===== config.mk =====
export PLATFORM = sky130hd
export DESIGN_NAME = css_socket_state
export DESIGN_NICKNAME = d
export VERILOG_FILES = /design/src/shared/css_pkg.sv /design/src/logic/css_socket_state.sv
export SDC_FILE = /design/constraint.sdc
export NUM_CORES = 1
export LEC_CHECK = 0
export BUFFER_PORTS_ARGS = -buffer_cell sky130_fd_sc_hd__buf_2
export CAP_MARGIN = 20
export CORE_UTILIZATION = 36
export CTS_CLUSTER_DIAMETER = 40
export CTS_CLUSTER_SIZE = 8
export DETAILED_ROUTE_END_ITERATION = 7
export PLACE_DENSITY = 0.59
export SKIP_LAST_GASP = 1
export SYNTH_ARGS = -nofsm -noshare
export SYNTH_HDL_FRONTEND = slang
export SYNTH_SLANG_ARGS = --single-unit
export TNS_END_PERCENT = 10

===== constraint.sdc =====
create_clock -name clock -period 2.4 [get_ports clock]
set_input_delay 0.12 -clock clock [delete_from_list [all_inputs] [get_ports clock]]
set_output_delay 0.12 -clock clock [all_outputs]
set_load 0.1 [all_outputs]

===== src/shared/css_pkg.sv =====
// Constants, field positions and carrier types of the socket state block.
`default_nettype none
package css_pkg;
  // Register byte offsets on the Avalon bus.
  localparam logic [4:0] OFS_EVENT   = 5'h00;
  localparam logic [4:0] OFS_PRESENT = 5'h08;
  localparam logic [4:0] OFS_FORCE   = 5'h0c;
  localparam logic [4:0] OFS_CONTROL = 5'h10;
  localparam int         ADDR_W      = 5;
  localparam int         DATA_W      = 32;

  // Present-state and force field positions.
  localparam int B_ALT_Y_SUP  = 31;
  localparam int B_ALT_X_SUP  = 30;
  localparam int B_LOW_SUP    = 29;
  localparam int B_HIGH_SUP   = 28;
  localparam int B_VIDEO      = 27;
  localparam int B_RETEST     = 14;
  localparam int B_CARD_LOW   = 11;
  localparam int B_CARD_HIGH  = 10;
  localparam int B_BAD_REQ    = 9;
  localparam int B_LOST       = 8;
  localparam int B_UNKNOWN    = 7;
  localparam int B_CARD_IRQ   = 6;
  localparam int B_WIDE       = 5;
  localparam int B_NARROW     = 4;
  localparam int B_POWERED    = 3;
  localparam int B_CD2        = 2;
  localparam int B_CD1        = 1;
  localparam int B_STSCHG     = 0;

  // Event register field positions and width.
  localparam int EV_W         = 4;
  localparam int EV_POWER     = 3;
  localparam int EV_CD2       = 2;
  localparam int EV_CD1       = 1;
  localparam int EV_STSCHG    = 0;

  // Control register fields and supply request codes.
  localparam int VCC_LSB      = 4;
  localparam int VPP_LSB      = 0;
  localparam int SUP_W        = 3;
  localparam logic [2:0] VCC_OFF  = 3'h0;
  localparam logic [2:0] VCC_HIGH = 3'h2;
  localparam logic [2:0] VCC_LOW  = 3'h3;

  localparam logic [31:0] ZERO_WORD = 32'h0000_0000;

  // Bus answer phases, one-hot.
  typedef enum logic [1:0] {
    BUS_IDLE   = 2'b01,
    BUS_ANSWER = 2'b10
  } css_bus_e;

  // Result of decoding card detect and voltage sense pins.
  typedef struct packed {
    logic unknown;
    logic wide;
    logic narrow;
    logic low_cap;
    logic high_cap;
  } css_detect_s;

  // Socket pins as seen by the block.
  typedef struct packed {
    logic cd1_n;
    logic cd2_n;
    logic vs1;
    logic vs2;
    logic irq_n;
    logic stschg;
  } css_pins_s;

  // Whole state of the block.
  typedef struct packed {
    css_bus_e          phase;
    logic [31:0]       rdata;
    logic [EV_W-1:0]   event_bits;
    logic              video;
    logic              block;
    logic              low_cap;
    logic              high_cap;
    logic              bad_req;
    logic              lost;
    logic              unknown;
    logic              wide;
    logic              narrow;
    logic              powered;
    logic [SUP_W-1:0]  vcc;
    logic [SUP_W-1:0]  vpp;
    logic              vcc_low_en;
    logic              vcc_high_en;
    logic [1:0]        cd_prev;
    logic              sts_prev;
    logic              present_prev;
  } css_state_s;
endpackage
`default_nettype wire


===== src/logic/css_socket_state.sv =====
// Socket present-state, event-force and power control register bank.
// Notes on behaviour
// - Alternative socket supply bits read zero.
// - Socket 3.3 V and 5 V bits read one.
// - Video flag zero at reset, force sets it.
// - Reserved and alternative card bits read zero.
// - Forced voltage flag blocks power-up until retest or a new card is seated.
// - Out-of-range supply request sets bad-request flag.
// - Removal while powered sets data-lost, write-one clears.
// - Unknown card sets flag, power withheld.
// - Card interrupt bit is inverted pin, unregistered.
// - Wide card detected sets its flag.
// - Narrow card flag disables voltage checking.
// - Powered flag updated on every power request.
// - Card detect bits mirror pin levels.
// - Lowest bit mirrors status-change pin.
// - Force register ones set event or state bits.
// - Retest force re-reads pins, unblocks power-up.
// - Card present: type force writes ignored.
// - Power and detect forces set only events.
// - Status-change force sets only its event.
// - Bad-request and data-lost forces set flags.
// - Reset clears control and removes power.
// - Never apply a supply the decode forbids, except to a narrow card.
// - Event bits write-one clear, reset zero.
`timescale 1ns/1ps
`default_nettype none
module css_socket_state #(
  parameter int ADDR_WIDTH = css_pkg::ADDR_W
) (
  input  wire logic                     clock,
  input  wire logic                     sys_rst,
  input  wire logic [ADDR_WIDTH-1:0]    avs_address,
  input  wire logic                     avs_read,
  input  wire logic                     avs_write,
  input  wire logic [31:0]              avs_writedata,
  input  wire logic [3:0]               avs_byteenable,
  output logic [31:0]                   avs_readdata,
  output logic                          avs_waitrequest,
  input  wire logic                     card_cd1_n,
  input  wire logic                     card_cd2_n,
  input  wire logic                     card_vs1,
  input  wire logic                     card_vs2,
  input  wire logic                     card_irq_n,
  input  wire logic                     card_stschg,
  output logic                          vcc_low_en,
  output logic                          vcc_high_en,
  output logic [css_pkg::SUP_W-1:0]     vpp_select
);

  // The decoder only compares the low address bits it knows about.
  if (ADDR_WIDTH != css_pkg::ADDR_W)
  begin : g_bad_width
    $error("css_socket_state: ADDR_WIDTH must equal the package width.");
  end

  css_pkg::css_state_s s_q;
  css_pkg::css_state_s s_d;
  css_pkg::css_pins_s  pins;
  css_pkg::css_detect_s det;

  assign pins = '{cd1_n: card_cd1_n, cd2_n: card_cd2_n, vs1: card_vs1,
                  vs2: card_vs2, irq_n: card_irq_n, stschg: card_stschg};

  // Expands byte enables to a bit mask so that partial writes touch
  // only the lanes the master asked for, except a control write with lane 0 off, which loads zero vcc and vpp.
  function automatic logic [31:0] lane_mask(input logic [3:0] be);
    lane_mask = {{8{be[3]}}, {8{be[2]}}, {8{be[1]}}, {8{be[0]}}};
  endfunction

  // Card type decode of the detect and sense pins. A card seated on one
  // detect pin only cannot be trusted and is reported as unknown.
  function automatic css_pkg::css_detect_s decode_card(
    input css_pkg::css_pins_s p
  );
    decode_card = '0;
    if (p.cd1_n != p.cd2_n)
    begin
      decode_card.unknown = 1'b1;
    end
    else if (!p.cd1_n)
    begin
      case ({p.vs2, p.vs1})
        2'b11:
        begin
          decode_card.narrow   = 1'b1;
          decode_card.high_cap = 1'b1;
        end
        2'b10:
        begin
          decode_card.narrow   = 1'b1;
          decode_card.high_cap = 1'b1;
          decode_card.low_cap  = 1'b1;
        end
        2'b01:
        begin
          decode_card.wide     = 1'b1;
          decode_card.low_cap  = 1'b1;
        end
        default:
        begin
          decode_card.wide     = 1'b1;
          decode_card.low_cap  = 1'b1;
          decode_card.high_cap = 1'b1;
        end
      endcase
    end
  endfunction

  // Present-state word. The interrupt bit is taken from the pin in the
  // request cycle, so it lags the card by one clock in the answer.
  function automatic logic [31:0] present_word(
    input css_pkg::css_state_s st,
    input css_pkg::css_pins_s  p
  );
    present_word = css_pkg::ZERO_WORD;
    present_word[css_pkg::B_LOW_SUP]   = 1'b1;
    present_word[css_pkg::B_HIGH_SUP]  = 1'b1;
    present_word[css_pkg::B_VIDEO]     = st.video;
    present_word[css_pkg::B_CARD_LOW]  = st.low_cap;
    present_word[css_pkg::B_CARD_HIGH] = st.high_cap;
    present_word[css_pkg::B_BAD_REQ]   = st.bad_req;
    present_word[css_pkg::B_LOST]      = st.lost;
    present_word[css_pkg::B_UNKNOWN]   = st.unknown;
    present_word[css_pkg::B_CARD_IRQ]  = ~p.irq_n;
    present_word[css_pkg::B_WIDE]      = st.wide;
    present_word[css_pkg::B_NARROW]    = st.narrow;
    present_word[css_pkg::B_POWERED]   = st.powered;
    present_word[css_pkg::B_CD2]       = p.cd2_n;
    present_word[css_pkg::B_CD1]       = p.cd1_n;
    present_word[css_pkg::B_STSCHG]    = p.stschg;
  endfunction

  // Supply code check against the card capabilities. A narrow card skips
  // the check, so software carries the risk of a wrong code there.
  function automatic logic supply_in_range(
    input logic [css_pkg::SUP_W-1:0] code,
    input logic                      low_cap,
    input logic                      high_cap,
    input logic                      narrow
  );
    logic is_low;
    logic is_high;
    is_low          = (code == css_pkg::VCC_LOW);
    is_high         = (code == css_pkg::VCC_HIGH);
    supply_in_range = (is_low && low_cap) || (is_high && high_cap)
                   || ((is_low || is_high) && narrow);
  endfunction

  assign det = decode_card(pins);

  // Next-state logic: pin events first, then card detection, then the
  // bus. Hardware sets are applied after software clears so that an
  // event landing in the clearing cycle survives.
  always_comb
  begin
    logic        present;
    logic        commit;
    logic        do_wr;
    logic [31:0] wd;
    logic [css_pkg::EV_W-1:0] ev_set;
    logic        power_req;
    logic        permitted;
    logic        in_range;
    logic        retest;
    logic        removal;
    present   = !pins.cd1_n && !pins.cd2_n;
    commit    = (s_q.phase == css_pkg::BUS_ANSWER);
    do_wr     = commit && avs_write;
    wd        = avs_writedata & lane_mask(avs_byteenable);
    ev_set    = '0;
    power_req = 1'b0;
    permitted = 1'b0;
    in_range  = 1'b0;
    retest    = 1'b0;
    removal   = !present && s_q.present_prev;
    s_d       = s_q;

    // Pin history for change and assertion events. A card already seated
    // when reset lifts shows up as an insertion, since the history
    // restarts as an empty socket.
    s_d.cd_prev      = {pins.cd2_n, pins.cd1_n};
    s_d.sts_prev     = pins.stschg;
    s_d.present_prev = present;
    ev_set[css_pkg::EV_CD1] = pins.cd1_n != s_q.cd_prev[0];
    ev_set[css_pkg::EV_CD2] = pins.cd2_n != s_q.cd_prev[1];
    ev_set[css_pkg::EV_STSCHG] = pins.stschg && !s_q.sts_prev;

    // A new card: take its type and voltages, lift any forced block.
    if (present && !s_q.present_prev)
    begin
      s_d.unknown  = 1'b0;
      s_d.wide     = det.wide;
      s_d.narrow   = det.narrow;
      s_d.low_cap  = det.low_cap;
      s_d.high_cap = det.high_cap;
      s_d.block    = 1'b0;
    end
    else if (det.unknown)
    begin
      s_d.unknown = 1'b1;
      s_d.wide    = 1'b0;
      s_d.narrow  = 1'b0;
    end

    // Removal drops power; data still in flight may be gone.
    // This set wins over a clear written in the same cycle.
    if (removal)
    begin
      s_d.lost        = s_q.lost | s_q.powered;
      s_d.powered     = 1'b0;
      s_d.vcc_low_en  = 1'b0;
      s_d.vcc_high_en = 1'b0;
    end

    // Bus write side effects.
    if (do_wr && avs_address == css_pkg::OFS_EVENT)
    begin
      s_d.event_bits = s_q.event_bits & ~wd[css_pkg::EV_W-1:0];
    end
    if (do_wr && avs_address == css_pkg::OFS_PRESENT)
    begin
      if (wd[css_pkg::B_LOST])
      begin
        // A removal while powered in this very cycle keeps the flag set.
        s_d.lost = removal && s_q.powered;
      end
    end
    else if (do_wr && avs_address == css_pkg::OFS_FORCE)
    begin
      // Phantom register: ones set bits elsewhere, nothing is stored.
      if (wd[css_pkg::B_VIDEO])
      begin
        s_d.video = 1'b1;
      end
      if (wd[css_pkg::B_CARD_LOW] || wd[css_pkg::B_CARD_HIGH])
      begin
        s_d.low_cap  = s_q.low_cap | wd[css_pkg::B_CARD_LOW];
        s_d.high_cap = s_q.high_cap | wd[css_pkg::B_CARD_HIGH];
        s_d.block    = 1'b1;
      end
      if (wd[css_pkg::B_BAD_REQ])
      begin
        s_d.bad_req = 1'b1;
      end
      if (wd[css_pkg::B_LOST])
      begin
        s_d.lost = 1'b1;
      end
      if (!present)
      begin
        s_d.unknown = s_d.unknown | wd[css_pkg::B_UNKNOWN];
        s_d.wide    = s_d.wide | wd[css_pkg::B_WIDE];
        s_d.narrow  = s_d.narrow | wd[css_pkg::B_NARROW];
      end
      ev_set = ev_set | wd[css_pkg::EV_W-1:0];
      retest = wd[css_pkg::B_RETEST];
    end
    else if (do_wr && avs_address == css_pkg::OFS_CONTROL)
    begin
      s_d.vcc   = wd[css_pkg::VCC_LSB +: css_pkg::SUP_W];
      s_d.vpp   = wd[css_pkg::VPP_LSB +: css_pkg::SUP_W];
      power_req = 1'b1;
    end

    // Retest re-reads the sense pins, overriding forced voltage flags.
    if (retest)
    begin
      s_d.low_cap  = det.low_cap;
      s_d.high_cap = det.high_cap;
      s_d.block    = 1'b0;
    end

    // Supply request check against the capabilities now in force.
    in_range  = supply_in_range(s_d.vcc, s_d.low_cap, s_d.high_cap,
                                s_d.narrow);
    permitted = in_range && present && !s_d.block
             && !s_d.unknown;
    if (power_req)
    begin
      if (s_d.vcc == css_pkg::VCC_OFF)
      begin
        s_d.powered = 1'b0;
      end
      else
      begin
        s_d.powered = permitted;
        ev_set[css_pkg::EV_POWER] = permitted;
        if (!in_range)
        begin
          s_d.bad_req = 1'b1;
        end
      end
      s_d.vcc_low_en  = permitted && s_d.vcc == css_pkg::VCC_LOW;
      s_d.vcc_high_en = permitted && s_d.vcc == css_pkg::VCC_HIGH;
    end

    s_d.event_bits = s_d.event_bits | ev_set;

    // Bus answer: one wait cycle, read data loaded as waitrequest falls.
    // A request is seen only while idle, so the answer edge never starts
    // a second transfer from the same held request.
    case (s_q.phase)
      css_pkg::BUS_IDLE:
      begin
        s_d.rdata = css_pkg::ZERO_WORD;
        if (avs_read || avs_write)
        begin
          s_d.phase = css_pkg::BUS_ANSWER;
          if (avs_read && avs_address == css_pkg::OFS_EVENT)
          begin
            s_d.rdata[css_pkg::EV_W-1:0] = s_q.event_bits;
          end
          else if (avs_read && avs_address == css_pkg::OFS_PRESENT)
          begin
            s_d.rdata = present_word(s_q, pins);
          end
          else if (avs_read && avs_address == css_pkg::OFS_CONTROL)
          begin
            s_d.rdata[css_pkg::VCC_LSB +: css_pkg::SUP_W] = s_q.vcc;
            s_d.rdata[css_pkg::VPP_LSB +: css_pkg::SUP_W] = s_q.vpp;
          end
          else
          begin
            s_d.rdata = css_pkg::ZERO_WORD;
          end
        end
      end
      css_pkg::BUS_ANSWER:
      begin
        // Read data stand for the answer cycle only, then read as zero.
        s_d.phase = css_pkg::BUS_IDLE;
        s_d.rdata = css_pkg::ZERO_WORD;
      end
      default:
      begin
        s_d.phase = css_pkg::BUS_IDLE;
        s_d.rdata = css_pkg::ZERO_WORD;
      end
    endcase
  end

  // State register. Reset clears control and leaves the socket
  // unpowered; pin history restarts as if no card were seated.
  always_ff @(posedge clock)
  begin
    if (sys_rst)
    begin
      s_q              <= '0;
      s_q.phase        <= css_pkg::BUS_IDLE;
      s_q.cd_prev      <= 2'h3;
      s_q.vcc          <= css_pkg::VCC_OFF;
      s_q.vcc_low_en   <= 1'b0;
      s_q.vcc_high_en  <= 1'b0;
    end
    else
    begin
      s_q <= s_d;
    end
  end

  // Outputs straight from the state register. Waitrequest is the answer
  // phase bit seen from the other side, so it stays high during reset.
  assign avs_readdata    = s_q.rdata;
  assign avs_waitrequest = (s_q.phase != css_pkg::BUS_ANSWER);
  assign vcc_low_en      = s_q.vcc_low_en;
  assign vcc_high_en     = s_q.vcc_high_en;
  assign vpp_select      = s_q.vpp;

endmodule
`default_nettype wire


==> qor.csv <==
stage;metric;value;unit
clock_network;clock slew seen by the registers of the worst setup and hold paths;80;ps
sta;Peak Freq;492;MHz
yosys;syn avg cell area;8.74;um^2
run_status;status;completed;
placement;Port Buf Inserts;52;
critical_path;Required @ worst endpoint;2580;ps
cells_and_area;P&R area growth vs syn;13.2;%
sta;RSZ-0062 raised after global routing;no;
placement;pre-CTS setup slack;334;ps
sta;period utilization;0.847;
routing;drt wl/cell;14.1;um
clock_network;clk sinks;42;
routing;routed vias/inst;5.00;
floorplan;die area;0.00613;mm^2
placement;DP HPWL;3780;um
clock_network;CTS Root Buffer Type;clkbuf_8;
grt;vias in the first global route;1517;
sta;Final Max Slew Viols;0;
yosys;Primary FF master, synth;dfxtp_1;
routing;antenna viol nets, final;0;
routing;Vias;1761;
routing;DRT iter0 DRCs;116;
clock_network;Post-CTS Hold Buffers;0;
yosys;mux contribution to synthesized area;0.0316;
grt;Global Route Usage Sum;0.168;
clock_network;Worst-Skew Late Latency;290;ps
pwr;PwrDens;633;mW/mm^2
yosys;Post-Syn Area;0.00210;mm^2
pwr;LEAKAGE;1.12;nW
yosys;Post-synth EDFFs;0;
clock_network;Setup Buffers After CTS;0;
yosys;number of distinct library cells after synthesis;48;
cells_and_area;share of cells above drive strength 1;0.261;
floorplan;CORE AREA;0.00557;mm^2
clock_network;CTS tree;done;
cells_and_area;Ant. Diodes;0;
critical_path;CP max FO;4;
yosys;Async S/R FF share, synth;0;
sta;Setup-failing EPs final;0;
yosys;simple-gate portion of the synthesized area;0.238;
run;max-cap violation count;0;
critical_path;Worst Setup End Kind;register;
cells_and_area;Layout Nets;331;
sta;fin worst setup slack;368;ps
sta;Rel. slew slack;0.607;
pwr;Worst VDD drop;0.197;mV
placement;Cells after DPL;344;
floorplan;num ports;89;
floorplan;Die Wd;78.3;um
cells_and_area;fin cells;352;
floorplan;initial core utilization;0.376;
sta;fin crit period;2030;ps
clock_network;total CTS buffers;5;
critical_path;CP startpoint;s_q[59];
sta;setup TNS;0;ps
worst_hold_path;worst hold start;avs_byteenable[3];
sta;Clock Skews;4.94;ps
clock_network;clock buffer depth;2;
clock_network;H-tree depth;2;
critical_path;Critical R2R Launch;s_q[59];
routing;DR pass1 iterations;5;
worst_hold_path;Hold Path Class;in2reg;
grt;largest net degree at the start of global routing;21;
yosys;post-synthesis instance total;240;
floorplan;die height;78.3;um
placement;RePlAce Congestion;0.885;
clock_network;PostCTS Resize Cnt;0;
sta;Final Hold Viols;0;
critical_path;startpoint types;register;
grt;global route overflow;0;
sta;Slew @ Worst Pin;587;ps
yosys;post-synthesis sequential area ratio;0.401;
critical_path;WP data arrival;2210;ps
floorplan;Cell Rows;27;
yosys;synthesized flop and latch total;42;
grt;first-pass GRT wire length;7800;um
routing;DRC Markers;0;
grt;number of antenna violations at the first check in global routing;0;
yosys;Synth Area in Adders;0.00597;
critical_path;Worst R2R Setup Slack;370;ps
yosys;largest family of logic cells by synthesized area;simple AND/OR/NAND/NOR gates;
critical_path;Crit Path Class;reg2reg;
yosys;yosys warns;0;
yosys;xor and xnor fraction of the mapped netlist area;0.00835;
yosys;post-synthesis compound-gate area fraction;0.154;
routing;total wire length;4950;um
[power breakdown]
| group | internal [W] | switching (W) | total, W |
|---|---|---|---|
| sequential | 0.000711 | 0.00000838 | 0.000719 |
| combinational | 0.0000555 | 0.000199 | 0.000254 |
| clock | 0.000291 | 0.000239 | 0.000529 |
| total | 0.00106 | 0.000446 | 0.00150 |
[sequential cells by signal, indices dropped and copies added (netlist names)]
signal	flops
avs_readdata	14
s_q	23
vcc_high_en	1
vcc_low_en	1
vpp_select	3
[routing by layer]
metal	vias up	wire length [um]	track usage
li1	866	-	-
met1	803	2310	0.236
met2	87	2120	0.243
met3	5	450	0.0442
met4	0	68	0.0630
met5	-	0	0
[cells in the mapped netlist, types with 2 or more instances]
master,n,share of area
a21oi_1,13,0.031
a222oi_1,3,0.014
a22oi_1,5,0.018
a31oi_1,3,0.0090
and2_1,3,0.0090
and3_1,10,0.030
and3b_1,3,0.013
buf_4,36,0.13
clkbuf_1,7,0.013
dfxtp_1,42,0.40
inv_1,10,0.018
mux2i_1,4,0.019
nand2_1,20,0.036
nand3_1,7,0.017
nor2_1,25,0.045
nor2b_1,4,0.012
nor3_1,5,0.012
o211ai_1,2,0.0072
o21a_1,2,0.0072
o21ai_0,7,0.017
xor2_1,2,0.0084
[through the flow]
| step | hold WS, ps | instance area, um^2 | utilization | total power, W |
|---|---|---|---|---|
| 3_3_place_gp | 357 | 2260 | 0.406 | 0.000988 |
| 2_1_floorplan | 220 | 2160 | - | 0.000945 |
| 5_1_grt | 70.8 | 2370 | 0.426 | 0.00157 |
| 3_5_place_dp | 371 | 2260 | 0.406 | 0.000989 |
| 4_1_cts | 64.3 | 2370 | 0.426 | 0.00151 |
| 6_report | 72.6 | 2370 | 0.426 | 0.00150 |
[critical path: stages, from the launching register on]
cell,delay (ps)
dfxtp_1,380
and4b_1,280
o2111ai_1,170
a32o_2,340
mux2_4,330
a2111oi_4,330
nor3_1,90
[worst paths after layout]
| kind | to | depth (start not counted) |
|---|---|---|
| setup / recovery | s_q[17] | 6 |
| hold / removal | s_q[21] | 3 |
| setup reg to reg | s_q[17] | 6 |
| hold reg to reg | vcc_high_en | 2 |
[layout by cell type, fill, tap and decap left out, drive strengths merged, types with 4 or more instances in the layout]
| cell | n |
|---|---|
| a21oi | 13 |
| mux2i | 4 |
| a22oi | 5 |
| inv | 10 |
| conb | 17 |
| clkbuf | 8 |
| nor2b | 4 |
| nand2 | 20 |
| nor2 | 25 |
| and3 | 10 |
| nor3 | 5 |
| o21ai | 8 |
| dfxtp | 42 |
| buf | 59 |
| nand3 | 7 |
[area by class of cell]
class | count | area [um^2]
clock buffer | 8 | 110
timing repair buffer | 59 | 313
sequential | 42 | 841
inverter | 10 | 37.5
multi-input combinational | 161 | 982
tap | 72 | 90.1
fill | 595 | 3200
[logic make-up after synthesis]
logic type | count (synthesis)
AND/OR/NAND/NOR | 90
buffers and inverters | 53
AO/OA/AOI/OAI | 45
flip-flops | 42
multiplexers | 6
XOR/XNOR | 2
adder cells (fa/ha/maj) | 1
other | 1
Note: power is estimated with default switching activity, not from simulation.
